[config.mk]
export PLATFORM = sky130hd
export DESIGN_NAME = cable_link_diagnostics
export DESIGN_NICKNAME = d
export VERILOG_FILES = /design/src/hdl/cable_diag_pkg.sv /design/src/hdl/cable_link_diagnostics.sv
export SDC_FILE = /design/constraint.sdc
export NUM_CORES = 1
export LEC_CHECK = 0
export CORE_MARGIN = 2
export CORE_UTILIZATION = 60
export DETAILED_ROUTE_END_ITERATION = 8
export DONT_BUFFER_PORTS = 1
export HOLD_SLACK_MARGIN = 0.02
export PLACE_DENSITY = 0.85
export SYNTH_ARGS = -nofsm -noshare
export SYNTH_HDL_FRONTEND = slang
export SYNTH_SLANG_ARGS = --single-unit
[constraint.sdc]
create_clock -name clk_i -period 3.85 [get_ports clk_i]
set_input_delay 0.77 -clock clk_i [delete_from_list [all_inputs] [get_ports clk_i]]
set_output_delay 0.77 -clock clk_i [all_outputs]
set_load 0.02 [all_outputs]
[src/hdl/cable_diag_pkg.sv]
package cable_diag_pkg;

	// management register offsets
	localparam logic [4:0] ADDR_INT_CTRL = 5'h11;
	localparam logic [4:0] ADDR_INT_STAT_MASK = 5'h12;
	localparam logic [4:0] ADDR_PAGE_SEL = 5'h13;
	localparam logic [4:0] ADDR_REFLECT_CONTROL = 5'h16;
	localparam logic [4:0] ADDR_REFLECT_WINDOW = 5'h17;
	localparam logic [4:0] ADDR_REFLECT_PEAK = 5'h18;
	localparam logic [4:0] ADDR_REFLECT_THRESH = 5'h19;
	localparam logic [4:0] ADDR_QUALITY_CTRL = 5'h1D;
	localparam logic [4:0] ADDR_QUALITY_DATA = 5'h1E;
	localparam logic [2:0] DIAG_PAGE = 3'h2;

	// reflect_control fields
	localparam int CTRL_ENABLE_BIT = 15;
	localparam int CTRL_100MB_BIT = 14;
	localparam int CTRL_TX_ON_RX_BIT = 13;
	localparam int CTRL_MON_RX_BIT = 12;
	localparam int CTRL_SEND_BIT = 11;
	localparam int CTRL_WIDTH_LSB = 8;
	localparam int CTRL_MIN_MODE_BIT = 7;
	localparam int CTRL_THRESH_LSB = 0;
	localparam logic [15:0] CTRL_RESET = 16'h0000;

	// reflect_window fields
	localparam int WIN_START_LSB = 8;
	localparam int WIN_STOP_LSB = 0;
	localparam logic [15:0] WIN_RESET = 16'h00FF;

	// result fields
	localparam int RES_TIME_LSB = 8;
	localparam int THR_FOUND_BIT = 0;

	// quality monitor fields
	localparam int QMON_ENABLE_BIT = 15;
	localparam int QDATA_WRITE_BIT = 14;
	localparam int QDATA_SAMPLE_BIT = 13;
	localparam int QDATA_SEL_LSB = 9;
	localparam int QDATA_HIGH_BIT = 8;
	localparam int NUM_PARAMS = 5;
	localparam logic [2:0] PARAM_GAIN = 3'h1;
	localparam logic [7:0] SIGNED_MIN = 8'h80;
	localparam logic [7:0] SIGNED_MAX = 8'h7F;
	localparam logic [7:0] UNSIGNED_MIN = 8'h00;
	localparam logic [7:0] UNSIGNED_MAX = 8'hFF;

	// interrupt control fields
	localparam int INTCTRL_OE_BIT = 0;
	localparam int INTCTRL_ENABLE_BIT = 1;
	localparam int INTMASK_QUALITY_BIT = 7;
	localparam int INTSTAT_QUALITY_BIT = 15;

	// timing, in 8ns sample steps
	localparam int SAMPLE_NS = 8;
	localparam int LINK_SHORT_NS = 50;
	localparam int LINK_LONG_NS = 100;
	localparam int LINK_SHORT_SAMPLES = (LINK_SHORT_NS + SAMPLE_NS - 1) / SAMPLE_NS;
	localparam int LINK_LONG_SAMPLES = (LINK_LONG_NS + SAMPLE_NS - 1) / SAMPLE_NS;
	localparam logic [7:0] TIMER_LAST = 8'hFF;

endpackage

[src/hdl/cable_link_diagnostics.sv]
`timescale 1ns/1ps
module cable_link_diagnostics
	import cable_diag_pkg::*;
(
	// clock and reset
	input wire logic clk_i,
	input wire logic nrst_i,
	// management register port
	input wire logic [4:0] reg_addr_i,
	input wire logic [15:0] reg_wdata_i,
	input wire logic reg_wr_i,
	input wire logic reg_rd_i,
	output logic [15:0] reg_rdata_o,
	// adapted receiver parameters
	input wire logic [7:0] equalizer_first_coeff_i,
	input wire logic [7:0] digital_gain_control_i,
	input wire logic [7:0] baseline_wander_value_i,
	input wire logic [7:0] freq_offset_i,
	input wire logic [7:0] recovered_clock_control_i,
	// converter samples, one valid per 8ns step
	input wire logic adc_valid_i,
	input wire logic [7:0] adc_sample_i,
	// line driver and pair control
	output logic diag_active_o,
	output logic line_driver_10mb_o,
	output logic line_driver_100mb_o,
	output logic pulse_negative_o,
	output logic pulse_on_rx_pair_o,
	output logic monitor_rx_pair_o,
	// interrupt
	output logic int_n_o
);

	typedef struct packed {
		logic [2:0] page;
		logic [1:0] int_ctrl;
		logic [7:0] int_mask;
		logic quality_pending;
		logic [15:0] ctrl;
		logic [15:0] win;
		logic qmon_enable;
		logic [2*NUM_PARAMS-1:0] warn;
		logic [2*NUM_PARAMS-1:0][7:0] thr;
		logic [7:0] qdata;
		logic running;
		logic [7:0] timer;
		logic [3:0] pulse_left;
		logic polarity;
		logic peak_seen;
		logic [7:0] peak_val;
		logic [7:0] peak_time;
		logic thr_found;
		logic [7:0] thr_time;
		logic [15:0] rdata;
		logic drv10;
		logic drv100;
		logic neg;
		logic int_n;
	} state_t;

	state_t state_r;
	state_t state_nxt;

	////////////////////////////////////////////////////////////////////////////////
	// helpers

	function automatic logic [7:0] thr_default(input int idx);
		logic is_gain;
		logic is_high;
		is_gain = (idx / 2) == int'(PARAM_GAIN);
		is_high = idx[0];
		if (is_gain)
			return is_high ? UNSIGNED_MAX : UNSIGNED_MIN;
		return is_high ? SIGNED_MAX : SIGNED_MIN;
	endfunction

	// strict greater-than, signedness per parameter
	function automatic logic exceeds(input logic [7:0] a, input logic [7:0] b,
		input logic unsigned_cmp);
		if (unsigned_cmp)
			return a > b;
		return $signed(a) > $signed(b);
	endfunction

	function automatic logic [3:0] pulse_samples(input logic [2:0] width,
		input logic mode100);
		if (width == 3'h0)
			return 4'h0;
		if (mode100)
			return {1'b0, width};
		// short link pulse for narrow codes, long otherwise
		return width[2] ? 4'(LINK_LONG_SAMPLES) : 4'(LINK_SHORT_SAMPLES);
	endfunction

	logic [NUM_PARAMS-1:0][7:0] param_val;
	assign param_val = {recovered_clock_control_i, freq_offset_i, baseline_wander_value_i,
		digital_gain_control_i, equalizer_first_coeff_i};

	////////////////////////////////////////////////////////////////////////////////
	// next state

	always_comb begin
		logic diag_page;
		logic [2*NUM_PARAMS-1:0] warn_now;
		logic [3:0] thr_idx;
		logic [2:0] sel;
		logic launch;
		logic min_mode;
		logic qualify;
		logic signed [8:0] thr_level;
		logic [2:0] width;
		state_nxt = state_r;
		diag_page = state_r.page == DIAG_PAGE;
		warn_now = '0;
		thr_idx = 4'h0;
		sel = reg_wdata_i[QDATA_SEL_LSB +: 3];
		launch = 1'b0;
		min_mode = state_r.ctrl[CTRL_MIN_MODE_BIT];
		qualify = 1'b0;
		thr_level = 9'sh000;
		width = state_r.ctrl[CTRL_WIDTH_LSB +: 3];

		// quality comparisons
		for (int p = 0; p < NUM_PARAMS; p++) begin
			logic u;
			u = 3'(p) == PARAM_GAIN;
			if (state_r.qmon_enable) begin
				warn_now[2*p] = exceeds(state_r.thr[2*p], param_val[p], u);
				warn_now[2*p+1] = exceeds(param_val[p], state_r.thr[2*p+1], u);
			end
		end

		// read side: answer registered, read of status registers clears them
		state_nxt.rdata = 16'h0000;
		if (reg_rd_i) begin
			case (reg_addr_i)
				ADDR_INT_CTRL: state_nxt.rdata = {14'h0000, state_r.int_ctrl};
				ADDR_INT_STAT_MASK: begin
					state_nxt.rdata = {state_r.quality_pending, 7'h00, state_r.int_mask};
					state_nxt.quality_pending = 1'b0;
				end
				ADDR_PAGE_SEL: state_nxt.rdata = {13'h0000, state_r.page};
				default: begin
					if (diag_page) begin
						case (reg_addr_i)
							ADDR_REFLECT_CONTROL: state_nxt.rdata = state_r.ctrl;
							ADDR_REFLECT_WINDOW: state_nxt.rdata = state_r.win;
							ADDR_REFLECT_PEAK:
								state_nxt.rdata = {state_r.peak_time, state_r.peak_val};
							ADDR_REFLECT_THRESH:
								state_nxt.rdata = {state_r.thr_time, 7'h00, state_r.thr_found};
							ADDR_QUALITY_CTRL: begin
								state_nxt.rdata = {state_r.qmon_enable, 5'h00, state_r.warn};
								state_nxt.warn = '0;
							end
							ADDR_QUALITY_DATA: state_nxt.rdata = {8'h00, state_r.qdata};
							default: state_nxt.rdata = 16'h0000;
						endcase
					end
				end
			endcase
		end

		// write side
		if (reg_wr_i) begin
			case (reg_addr_i)
				ADDR_INT_CTRL: state_nxt.int_ctrl = reg_wdata_i[1:0];
				ADDR_INT_STAT_MASK: state_nxt.int_mask = reg_wdata_i[7:0];
				ADDR_PAGE_SEL: state_nxt.page = reg_wdata_i[2:0];
				default: begin
					if (diag_page) begin
						case (reg_addr_i)
							ADDR_REFLECT_CONTROL: begin
								state_nxt.ctrl = reg_wdata_i;
								state_nxt.ctrl[CTRL_SEND_BIT] = 1'b0;
								// send ignored while reflectometry is off
								launch = reg_wdata_i[CTRL_SEND_BIT] &
									reg_wdata_i[CTRL_ENABLE_BIT];
							end
							ADDR_REFLECT_WINDOW: state_nxt.win = reg_wdata_i;
							ADDR_QUALITY_CTRL:
								state_nxt.qmon_enable = reg_wdata_i[QMON_ENABLE_BIT];
							ADDR_QUALITY_DATA: begin
								thr_idx = {sel, reg_wdata_i[QDATA_HIGH_BIT]};
								if (reg_wdata_i[QDATA_SAMPLE_BIT]) begin
									if (sel < 3'(NUM_PARAMS))
										state_nxt.qdata = param_val[sel];
									else
										state_nxt.qdata = 8'h00;
								end else if (thr_idx < 4'(2 * NUM_PARAMS)) begin
									if (reg_wdata_i[QDATA_WRITE_BIT])
										state_nxt.thr[thr_idx] = reg_wdata_i[7:0];
									state_nxt.qdata = reg_wdata_i[QDATA_WRITE_BIT] ?
										reg_wdata_i[7:0] : state_r.thr[thr_idx];
								end else begin
									state_nxt.qdata = 8'h00;
								end
							end
							default: ;
						endcase
					end
				end
			endcase
		end

		// new warnings win over a clearing read
		state_nxt.warn = state_nxt.warn | warn_now;
		if (|warn_now)
			state_nxt.quality_pending = 1'b1;
		state_nxt.int_n = ~(state_r.int_ctrl[INTCTRL_ENABLE_BIT] &
			state_r.int_ctrl[INTCTRL_OE_BIT] &
			state_r.int_mask[INTMASK_QUALITY_BIT] & state_r.quality_pending);

		// reflection monitor
		if (!state_r.ctrl[CTRL_ENABLE_BIT]) begin
			state_nxt.running = 1'b0;
			state_nxt.pulse_left = 4'h0;
		end else if (state_r.running && adc_valid_i) begin
			qualify = state_r.timer >= state_r.win[WIN_START_LSB +: 8] &&
				state_r.timer <= state_r.win[WIN_STOP_LSB +: 8];
			thr_level = {3'b000, state_r.ctrl[CTRL_THRESH_LSB +: 6]};
			if (qualify) begin
				if (!state_r.peak_seen ||
					(min_mode ? $signed(adc_sample_i) < $signed(state_r.peak_val) :
					$signed(adc_sample_i) > $signed(state_r.peak_val))) begin
					state_nxt.peak_seen = 1'b1;
					state_nxt.peak_val = adc_sample_i;
					state_nxt.peak_time = state_r.timer;
				end
				if (!state_r.thr_found &&
					(min_mode ? $signed({adc_sample_i[7], adc_sample_i}) < -thr_level :
					$signed({adc_sample_i[7], adc_sample_i}) > thr_level)) begin
					state_nxt.thr_found = 1'b1;
					state_nxt.thr_time = state_r.timer;
				end
			end
			if (state_r.pulse_left != 4'h0)
				state_nxt.pulse_left = state_r.pulse_left - 4'h1;
			state_nxt.timer = state_r.timer + 8'h01;
			if (state_r.timer == TIMER_LAST)
				state_nxt.running = 1'b0;
		end

		if (launch) begin
			state_nxt.running = 1'b1;
			state_nxt.timer = 8'h00;
			state_nxt.pulse_left = pulse_samples(reg_wdata_i[CTRL_WIDTH_LSB +: 3],
				reg_wdata_i[CTRL_100MB_BIT]);
			state_nxt.peak_seen = 1'b0;
			state_nxt.peak_val = 8'h00;
			state_nxt.peak_time = 8'h00;
			state_nxt.thr_found = 1'b0;
			state_nxt.thr_time = 8'h00;
			if (reg_wdata_i[CTRL_100MB_BIT] && reg_wdata_i[CTRL_WIDTH_LSB +: 3] != 3'h0)
				state_nxt.polarity = ~state_r.polarity;
		end

		// drivers follow the pulse counter
		state_nxt.drv10 = state_nxt.pulse_left != 4'h0 &&
			!state_nxt.ctrl[CTRL_100MB_BIT];
		state_nxt.drv100 = state_nxt.pulse_left != 4'h0 &&
			state_nxt.ctrl[CTRL_100MB_BIT];
		state_nxt.neg = state_nxt.drv100 && state_nxt.polarity;
		if (width == 3'h0 && !launch)
			state_nxt.neg = state_nxt.neg; // nothing: zero width keeps drivers idle
	end

	////////////////////////////////////////////////////////////////////////////////
	// state register

	always_ff @(posedge clk_i or negedge nrst_i) begin
		if (!nrst_i) begin
			state_r <= '0;
			state_r.ctrl <= CTRL_RESET;
			state_r.win <= WIN_RESET;
			state_r.int_n <= 1'b1;
			for (int i = 0; i < 2 * NUM_PARAMS; i++)
				state_r.thr[i] <= thr_default(i);
		end else begin
			state_r <= state_nxt;
		end
	end

	assign reg_rdata_o = state_r.rdata;
	assign diag_active_o = state_r.ctrl[CTRL_ENABLE_BIT];
	assign line_driver_10mb_o = state_r.drv10;
	assign line_driver_100mb_o = state_r.drv100;
	assign pulse_negative_o = state_r.neg;
	assign pulse_on_rx_pair_o = state_r.ctrl[CTRL_TX_ON_RX_BIT];
	assign monitor_rx_pair_o = state_r.ctrl[CTRL_MON_RX_BIT];
	assign int_n_o = state_r.int_n;

	logic wr_diag;
	assign wr_diag = reg_wr_i && state_r.page == DIAG_PAGE;
endmodule // cable_link_diagnostics

Word-level counts from Yosys, hierarchy flattened
Index checks and enable logic that the tools add are counted.

storage, ports and cells
  flip-flop bits (word level) = 204
  input port bits = 74
  output and inout port bits = 23
  logic and storage cells = 185

cells by class
  add/sub/neg operators = 3
  magnitude comparators = 23
  eq/ne operators = 13
  mux-type cells = 65
  bitwise gates (word level) = 9
  reduce and logical (&&, ||, !) cells = 38

operator list
  kind                                    number
  > comparator 8 bit                      13
  2-to-1 mux 32 bit                       3
  case mux 16 bit (6 select lines)        1
  bitwise mux 80 bit                      1
  2-to-1 mux 26 bit                       3
  2-to-1 mux 8 bit                        8
  2-to-1 mux 16 bit                       3
  case mux 16 bit (3 select lines)        1
  == test 5 bit (second input constant)   9
  2-to-1 mux 10 bit                       4
  2-to-1 mux 40 bit                       1
  binary-select mux 8 bit (select 4 bit)  1
  demux 8 bit (select 4 bit)              1
  2-to-1 mux 4 bit                        7
  binary-select mux 8 bit (select 3 bit)  1
  AND reduction 4 bit                     6
  2-to-1 mux 1 bit                        21
  2-to-1 mux 17 bit                       1
  2-to-1 mux 15 bit                       1
  nonzero test 2 bit                      7
  2-to-1 mux 13 bit                       1
  AND reduction 2 bit                     6
  2-to-1 mux 2 bit                        5
  OR 10 bit                               1
  28 further kinds                        45

Depth between registers and ports, before layout
  depth after elaboration = 14
  depth in mapped cells = 12
  gate-level depth less buffers = 11

Least setup slack after synthesis
No wires, ideal clock.

  path kind = input to register
  start point = input port reg_addr_i[2]
  end point = register state_r[84] (netlist bit)
  library setup time = 0.125 ns
  arrival time = 2.653 ns
  required time = 3.725 ns
  path slack = 1.073 ns
  stages = 9
  path buffers = 2
  cells stage by stage = buf_2 > inv_1 > nor3_4 > nand2_4 > nor3_2 > nand2b_1 > buf_2 > nor3b_4 > mux2_2

between the ends
  longest elaborated chain between the ends = 4
  elaborated cells on any way between the ends = 7
  those cells by class = 4 x eq/ne; 1 x bitwise; 2 x reduce/logical

ends and longest elaborated chain
  item                                      line                           RTL
  start: declaration                        cable_link_diagnostics.sv:9    input wire logic [4:0] reg_addr_i,
  == test 5 bit                             cable_link_diagnostics.sv:166  case (reg_addr_i)
  OR reduction 3 bit (no source line)       -
  inverter 1 bit (no source line)           -
  AND reduction 7 bit (no source line) (*)  -
  end signal: assignment                    cable_link_diagnostics.sv:280  state_r <= state_nxt;
  end: declaration                          cable_link_diagnostics.sv:61   state_t state_r;

Mark *: on every way between the ends. The rest lies on a longest branch, timed or not.
A chain may end at the register's enable or synchronous reset.

Worst setup path after layout
  start point = register state_r[55] (netlist bit)
  end point = register state_r[42] (netlist bit)

between the ends
  longest elaborated chain between the ends = 4
  elaborated cells on any way between the ends = 5
  those cells by class = 2 x order compare; 3 x reduce/logical

ends and longest elaborated chain
  item                                                                                 line                                                          RTL
  greater-or-equal comparator 8 bit or less-or-equal comparator 8 bit (tied branches)  cable_link_diagnostics.sv:219, cable_link_diagnostics.sv:220
  logical AND 1 bit (*)                                                                cable_link_diagnostics.sv:219                                 qualify = state_r.timer >= state_r.win[WIN_START_LSB +: 8] &&
  nonzero test 2 bit (no source line) (*)                                              -
  AND reduction 4 bit (no source line) (*)                                             -

Marks and branches as above.

==> metrics.md <==
| Metric | Value |
|---|---|
| Fraction of the yosys area taken by sequential cells | `40.49%` |
| Post-route antenna net violation count | `0` |
| Global placement routability congestion | `0.9583` |
| Number of instances in the placed design | `1421` |
| Hpwl dp | `24560 um` |
| Final Instance Count excl. Fillers | `1462` |
| Die extent in x | `149.8 um` |
| Die Area | `22450 um^2` |
| Grt total ovfl | `0` |
| Area growth from synthesis to layout | `6.462%` |
| Startpoint of the worst setup timing path | `state_r[55]` |
| Number of DRC violations after detailed-routing iteration 0 | `969` |
| Number of antenna violations at the first check in global routing | `1` |
| Post-route clock skew | `0.01343 ns` |
| Synth top cells by count | `sky130_fd_sc_hd__dfrtp_1 (155), sky130_fd_sc_hd__inv_1 (122), sky130_fd_sc_hd__ha_1 (121)` |
| Portion of netlist area occupied by mux cells | `17.55%` |
| Global routing usage summed across all routing layers | `31.00%` |
| LEAKAGE | `6.344 nW` |
| Inserted Diodes | `0` |
| Sum of negative setup slack | `0 ns` |
| Total setup buffers inserted after CTS | `0` |
| Root buffer selected by CTS | `sky130_fd_sc_hd__clkbuf_16` |
| Number of inserted filler cells in the final layout | `1626` |
| Clock transition at the register clock pins on the worst setup and hold paths after CTS | `0.06 ns` |
| Worst endpoint required time | `4.30 ns` |
| Worst hold-check slack | `-0.03662 ns` |
| EDFF count, synth | `0` |
| Result of the run | `finished with violations` |
| Endpoint kind of the worst setup timing path | `flop` |
| Clock tree from TritonCTS | `yes` |
| Combined flip-flop and latch cell area | `5166 um^2` |
| Fraction of post-synthesis cell area in the top cell type by area | `30.40%` |
| Worst-Skew Late Latency | `0.52 ns` |
| Maximum number of pins on one net before global-route repair | `205` |
| Average footprint of a synthesized cell | `10.61 um^2` |
| Highest clock rate | `359.5 MHz` |
| Async SR Flop Fraction | `100.0%` |
| Routed length per instance | `23.42 um` |
| RSZ-0062 raised after global routing | `false` |
| Violations in the final reports | `negative hold slack` |
| IO Pins | `97` |
| Most instantiated library cell after synthesis | `sky130_fd_sc_hd__dfrtp_1` |
| Reg2reg start | `state_r[55]` |
| Synth Instances | `1203` |
| Worst-case headroom to the max-slew limit | `44.23%` |
| Max Cap Viol | `0` |
| Final net count | `1366` |
| Worst r2r path cells | `9` |
| Top cells by area, synth | `sky130_fd_sc_hd__dfrtp_1 (30%), sky130_fd_sc_hd__ha_1 (12%), sky130_fd_sc_hd__mux2_2 (10%), sky130_fd_sc_hd__dfstp_2 (10%), sky130_fd_sc_hd__mux4_2 (4.2%)` |
| Count of cell types in the netlist | `66` |
| Post-synth top area cell | `sky130_fd_sc_hd__dfrtp_1` |
| Initial core utilization | `60.89%` |
| Number of failing hold endpoints at the final stage | `22` |
| Destination of the critical timing path | `state_r[42]` |
| Clk sinks | `204` |
| Peak VDD IR | `0.0003118 V` |
| Complex-gate fraction of the synthesized area | `12.09%` |
| Most instantiated flip-flop cell in the synthesis netlist | `sky130_fd_sc_hd__dfrtp_1` |
| Number of global-route vias before repair | `9692` |
| Worst setup SP type | `flop` |
| Ratio of total power to cell area | `361.4 nW/um^2` |
| Via count | `9713` |
| Die height | `149.8 um` |
| Number of placement rows | `53` |
| Area of combinational cells with multiple inputs | `6819 um^2` |
| Number of I/O port buffers | `0` |
| Number of slew-limit violations in the final report | `0` |
| Data arrival time of the critical path | `3.24 ns` |
| Number of H-tree levels | `1` |
| Synthesized area | `12760 um^2` |
| Post-Synth Simple-Gate Area | `11.13%` |
| Final routed DRC violation total | `0` |
| Placeable Area | `20960 um^2` |
| Synthesized netlist net count | `1398` |
| Worst reg2reg endpoint | `state_r[42]` |
| Post-Route Utilization | `64.83%` |
| Synth warnings | `0` |
| Yosys reg bits | `204` |
| Setup slack, reg-to-reg | `1.07 ns` |
| Fraction of the cycle the final worst path needs | `72.25%` |
| Type of the worst setup path | `flop to flop` |
| Via count normalized by instance count | `6.644` |
| Number of optimization iterations in the first detailed-route pass | `5` |
| First-pass GRT wire length | `53570 um` |
| Fraction of the mapped netlist area in adder cells | `11.87%` |
| Quantity of gates resized following cts | `0` |
| Dominant combinational cell family by area after synthesis | `multiplexers` |
| Maximum buffer depth of the clock tree | `3` |
| Min Clock Period, post-route | `2.782 ns` |
| Aggregate routed wire length | `34240 um` |
| Number of failing setup endpoints in the final timing report | `0` |
| Synth Area in XOR/XNOR | `0.7551%` |
| Critical-path maximum fanout | `10` |
| Slew of the pin with the lowest slew margin | `0.8297 ns` |
| Fraction of layout cells with a size suffix above 1 | `20.98%` |
| Clock buffer count from CTS | `23` |
| Class of the tightest hold or removal check | `primary input to async pin` |
==> kinds of logic after synthesis <==
logic type	count (synthesis)
AO/OA/AOI/OAI	226
XOR/XNOR	11
adder cells (fa/ha/maj)	121
buffers and inverters	187
flip-flops	204
multiplexers	179
AND/OR/NAND/NOR	275
==> stage by stage <==
| step | total power [mW] | hold WS (ns) | setup WS (ns) | cell area, um^2 |
|---|---|---|---|---|
| after floorplan | 2.689 | 0.4191 | 1.073 | 12760 |
| after global placement | 2.738 | 0.4523 | 0.7691 | 12850 |
| after detailed placement | 2.763 | 0.4666 | 0.7184 | 12850 |
| after CTS | 4.930 | -0.06121 | 1.085 | 13580 |
| after global routing | 5.069 | -0.05597 | 0.8273 | 13580 |
| final | 4.909 | -0.03662 | 1.068 | 13580 |
==> worst min path at each step <==
stage | from | to | slack (ns)
final | nrst_i | state_r[84] | -0.04
after global routing | nrst_i | state_r[106] | -0.06
after CTS | nrst_i | state_r[102] | -0.06
after detailed placement | state_r[154] | state_r[154] | 0.47
after global placement | state_r[201] | int_n_o | 0.45
after floorplan | state_r[199] | int_n_o | 0.42
==> area by class of cell <==
type,instances,share of cell area [%]
multi-input cells,812,50.20
flip-flops and latches,204,38.03
clock buffers,35,4.790
inverters,122,3.371
well taps,275,2.533
clock inverters,6,0.6355
repair buffers,8,0.4421
==> routing by layer <==
metal	vias up	track usage, %	wire, um	share of wire (%)
met4	0	12.69	1394	4.1
li1	4292	-	-	-
met3	106	7.134	3463	10
met2	518	50.27	15950	47
met5	-	0	0	0
met1	4797	40.36	13430	39
==> worst max-delay path: stages, from the launching register on <==
cell	delay [ns]
sky130_fd_sc_hd__dfrtp_1	0.49
sky130_fd_sc_hd__ha_1	0.37
sky130_fd_sc_hd__a21o_1	0.18
sky130_fd_sc_hd__a2111oi_0	0.34
sky130_fd_sc_hd__o21ai_0	0.14
sky130_fd_sc_hd__o211ai_1	0.15
sky130_fd_sc_hd__nor2b_1	0.13
sky130_fd_sc_hd__o22ai_1	0.46
sky130_fd_sc_hd__buf_4	0.28
sky130_fd_sc_hd__a22o_1	0.16
==> placed cells by master, fill, tap and decap left out, types with 9 or more instances in the layout <==
master / count
sky130_fd_sc_hd__a22oi_1: 29
sky130_fd_sc_hd__clkbuf_1: 9
sky130_fd_sc_hd__nor2b_1: 23
sky130_fd_sc_hd__o21ai_0: 53
sky130_fd_sc_hd__a22o_1: 17
sky130_fd_sc_hd__nand2_1: 86
sky130_fd_sc_hd__nor3_1: 9
sky130_fd_sc_hd__nor2_1: 57
sky130_fd_sc_hd__mux2i_1: 37
sky130_fd_sc_hd__ha_1: 121
sky130_fd_sc_hd__clkbuf_16: 23
sky130_fd_sc_hd__mux4_2: 24
sky130_fd_sc_hd__a21oi_1: 40
sky130_fd_sc_hd__nand3_1: 30
sky130_fd_sc_hd__o211ai_1: 18
sky130_fd_sc_hd__inv_1: 122
sky130_fd_sc_hd__nand4_1: 20
sky130_fd_sc_hd__dfrtp_1: 155
sky130_fd_sc_hd__dfstp_2: 49
sky130_fd_sc_hd__mux2_2: 118
==> sequential cells by signal (all words and copies together) (netlist names) <==
signal               count
monitor_rx_pair_o        1
line_driver_10mb_o       1
reg_rdata_o             16
diag_active_o            1
pulse_negative_o         1
state_r                181
int_n_o                  1
line_driver_100mb_o      1
pulse_on_rx_pair_o       1
==> power breakdown <==
part | internal [mW] | leakage [nW] | total, mW | switching, mW
registers | 2.23 | 2.62 | 2.30 | 0.0743
clock network | 1.30 | 0.356 | 2.17 | 0.871
logic | 0.222 | 3.37 | 0.440 | 0.219
total | 3.74 | 6.34 | 4.91 | 1.16
No activity file was read; power rests on OpenSTA's default activity.
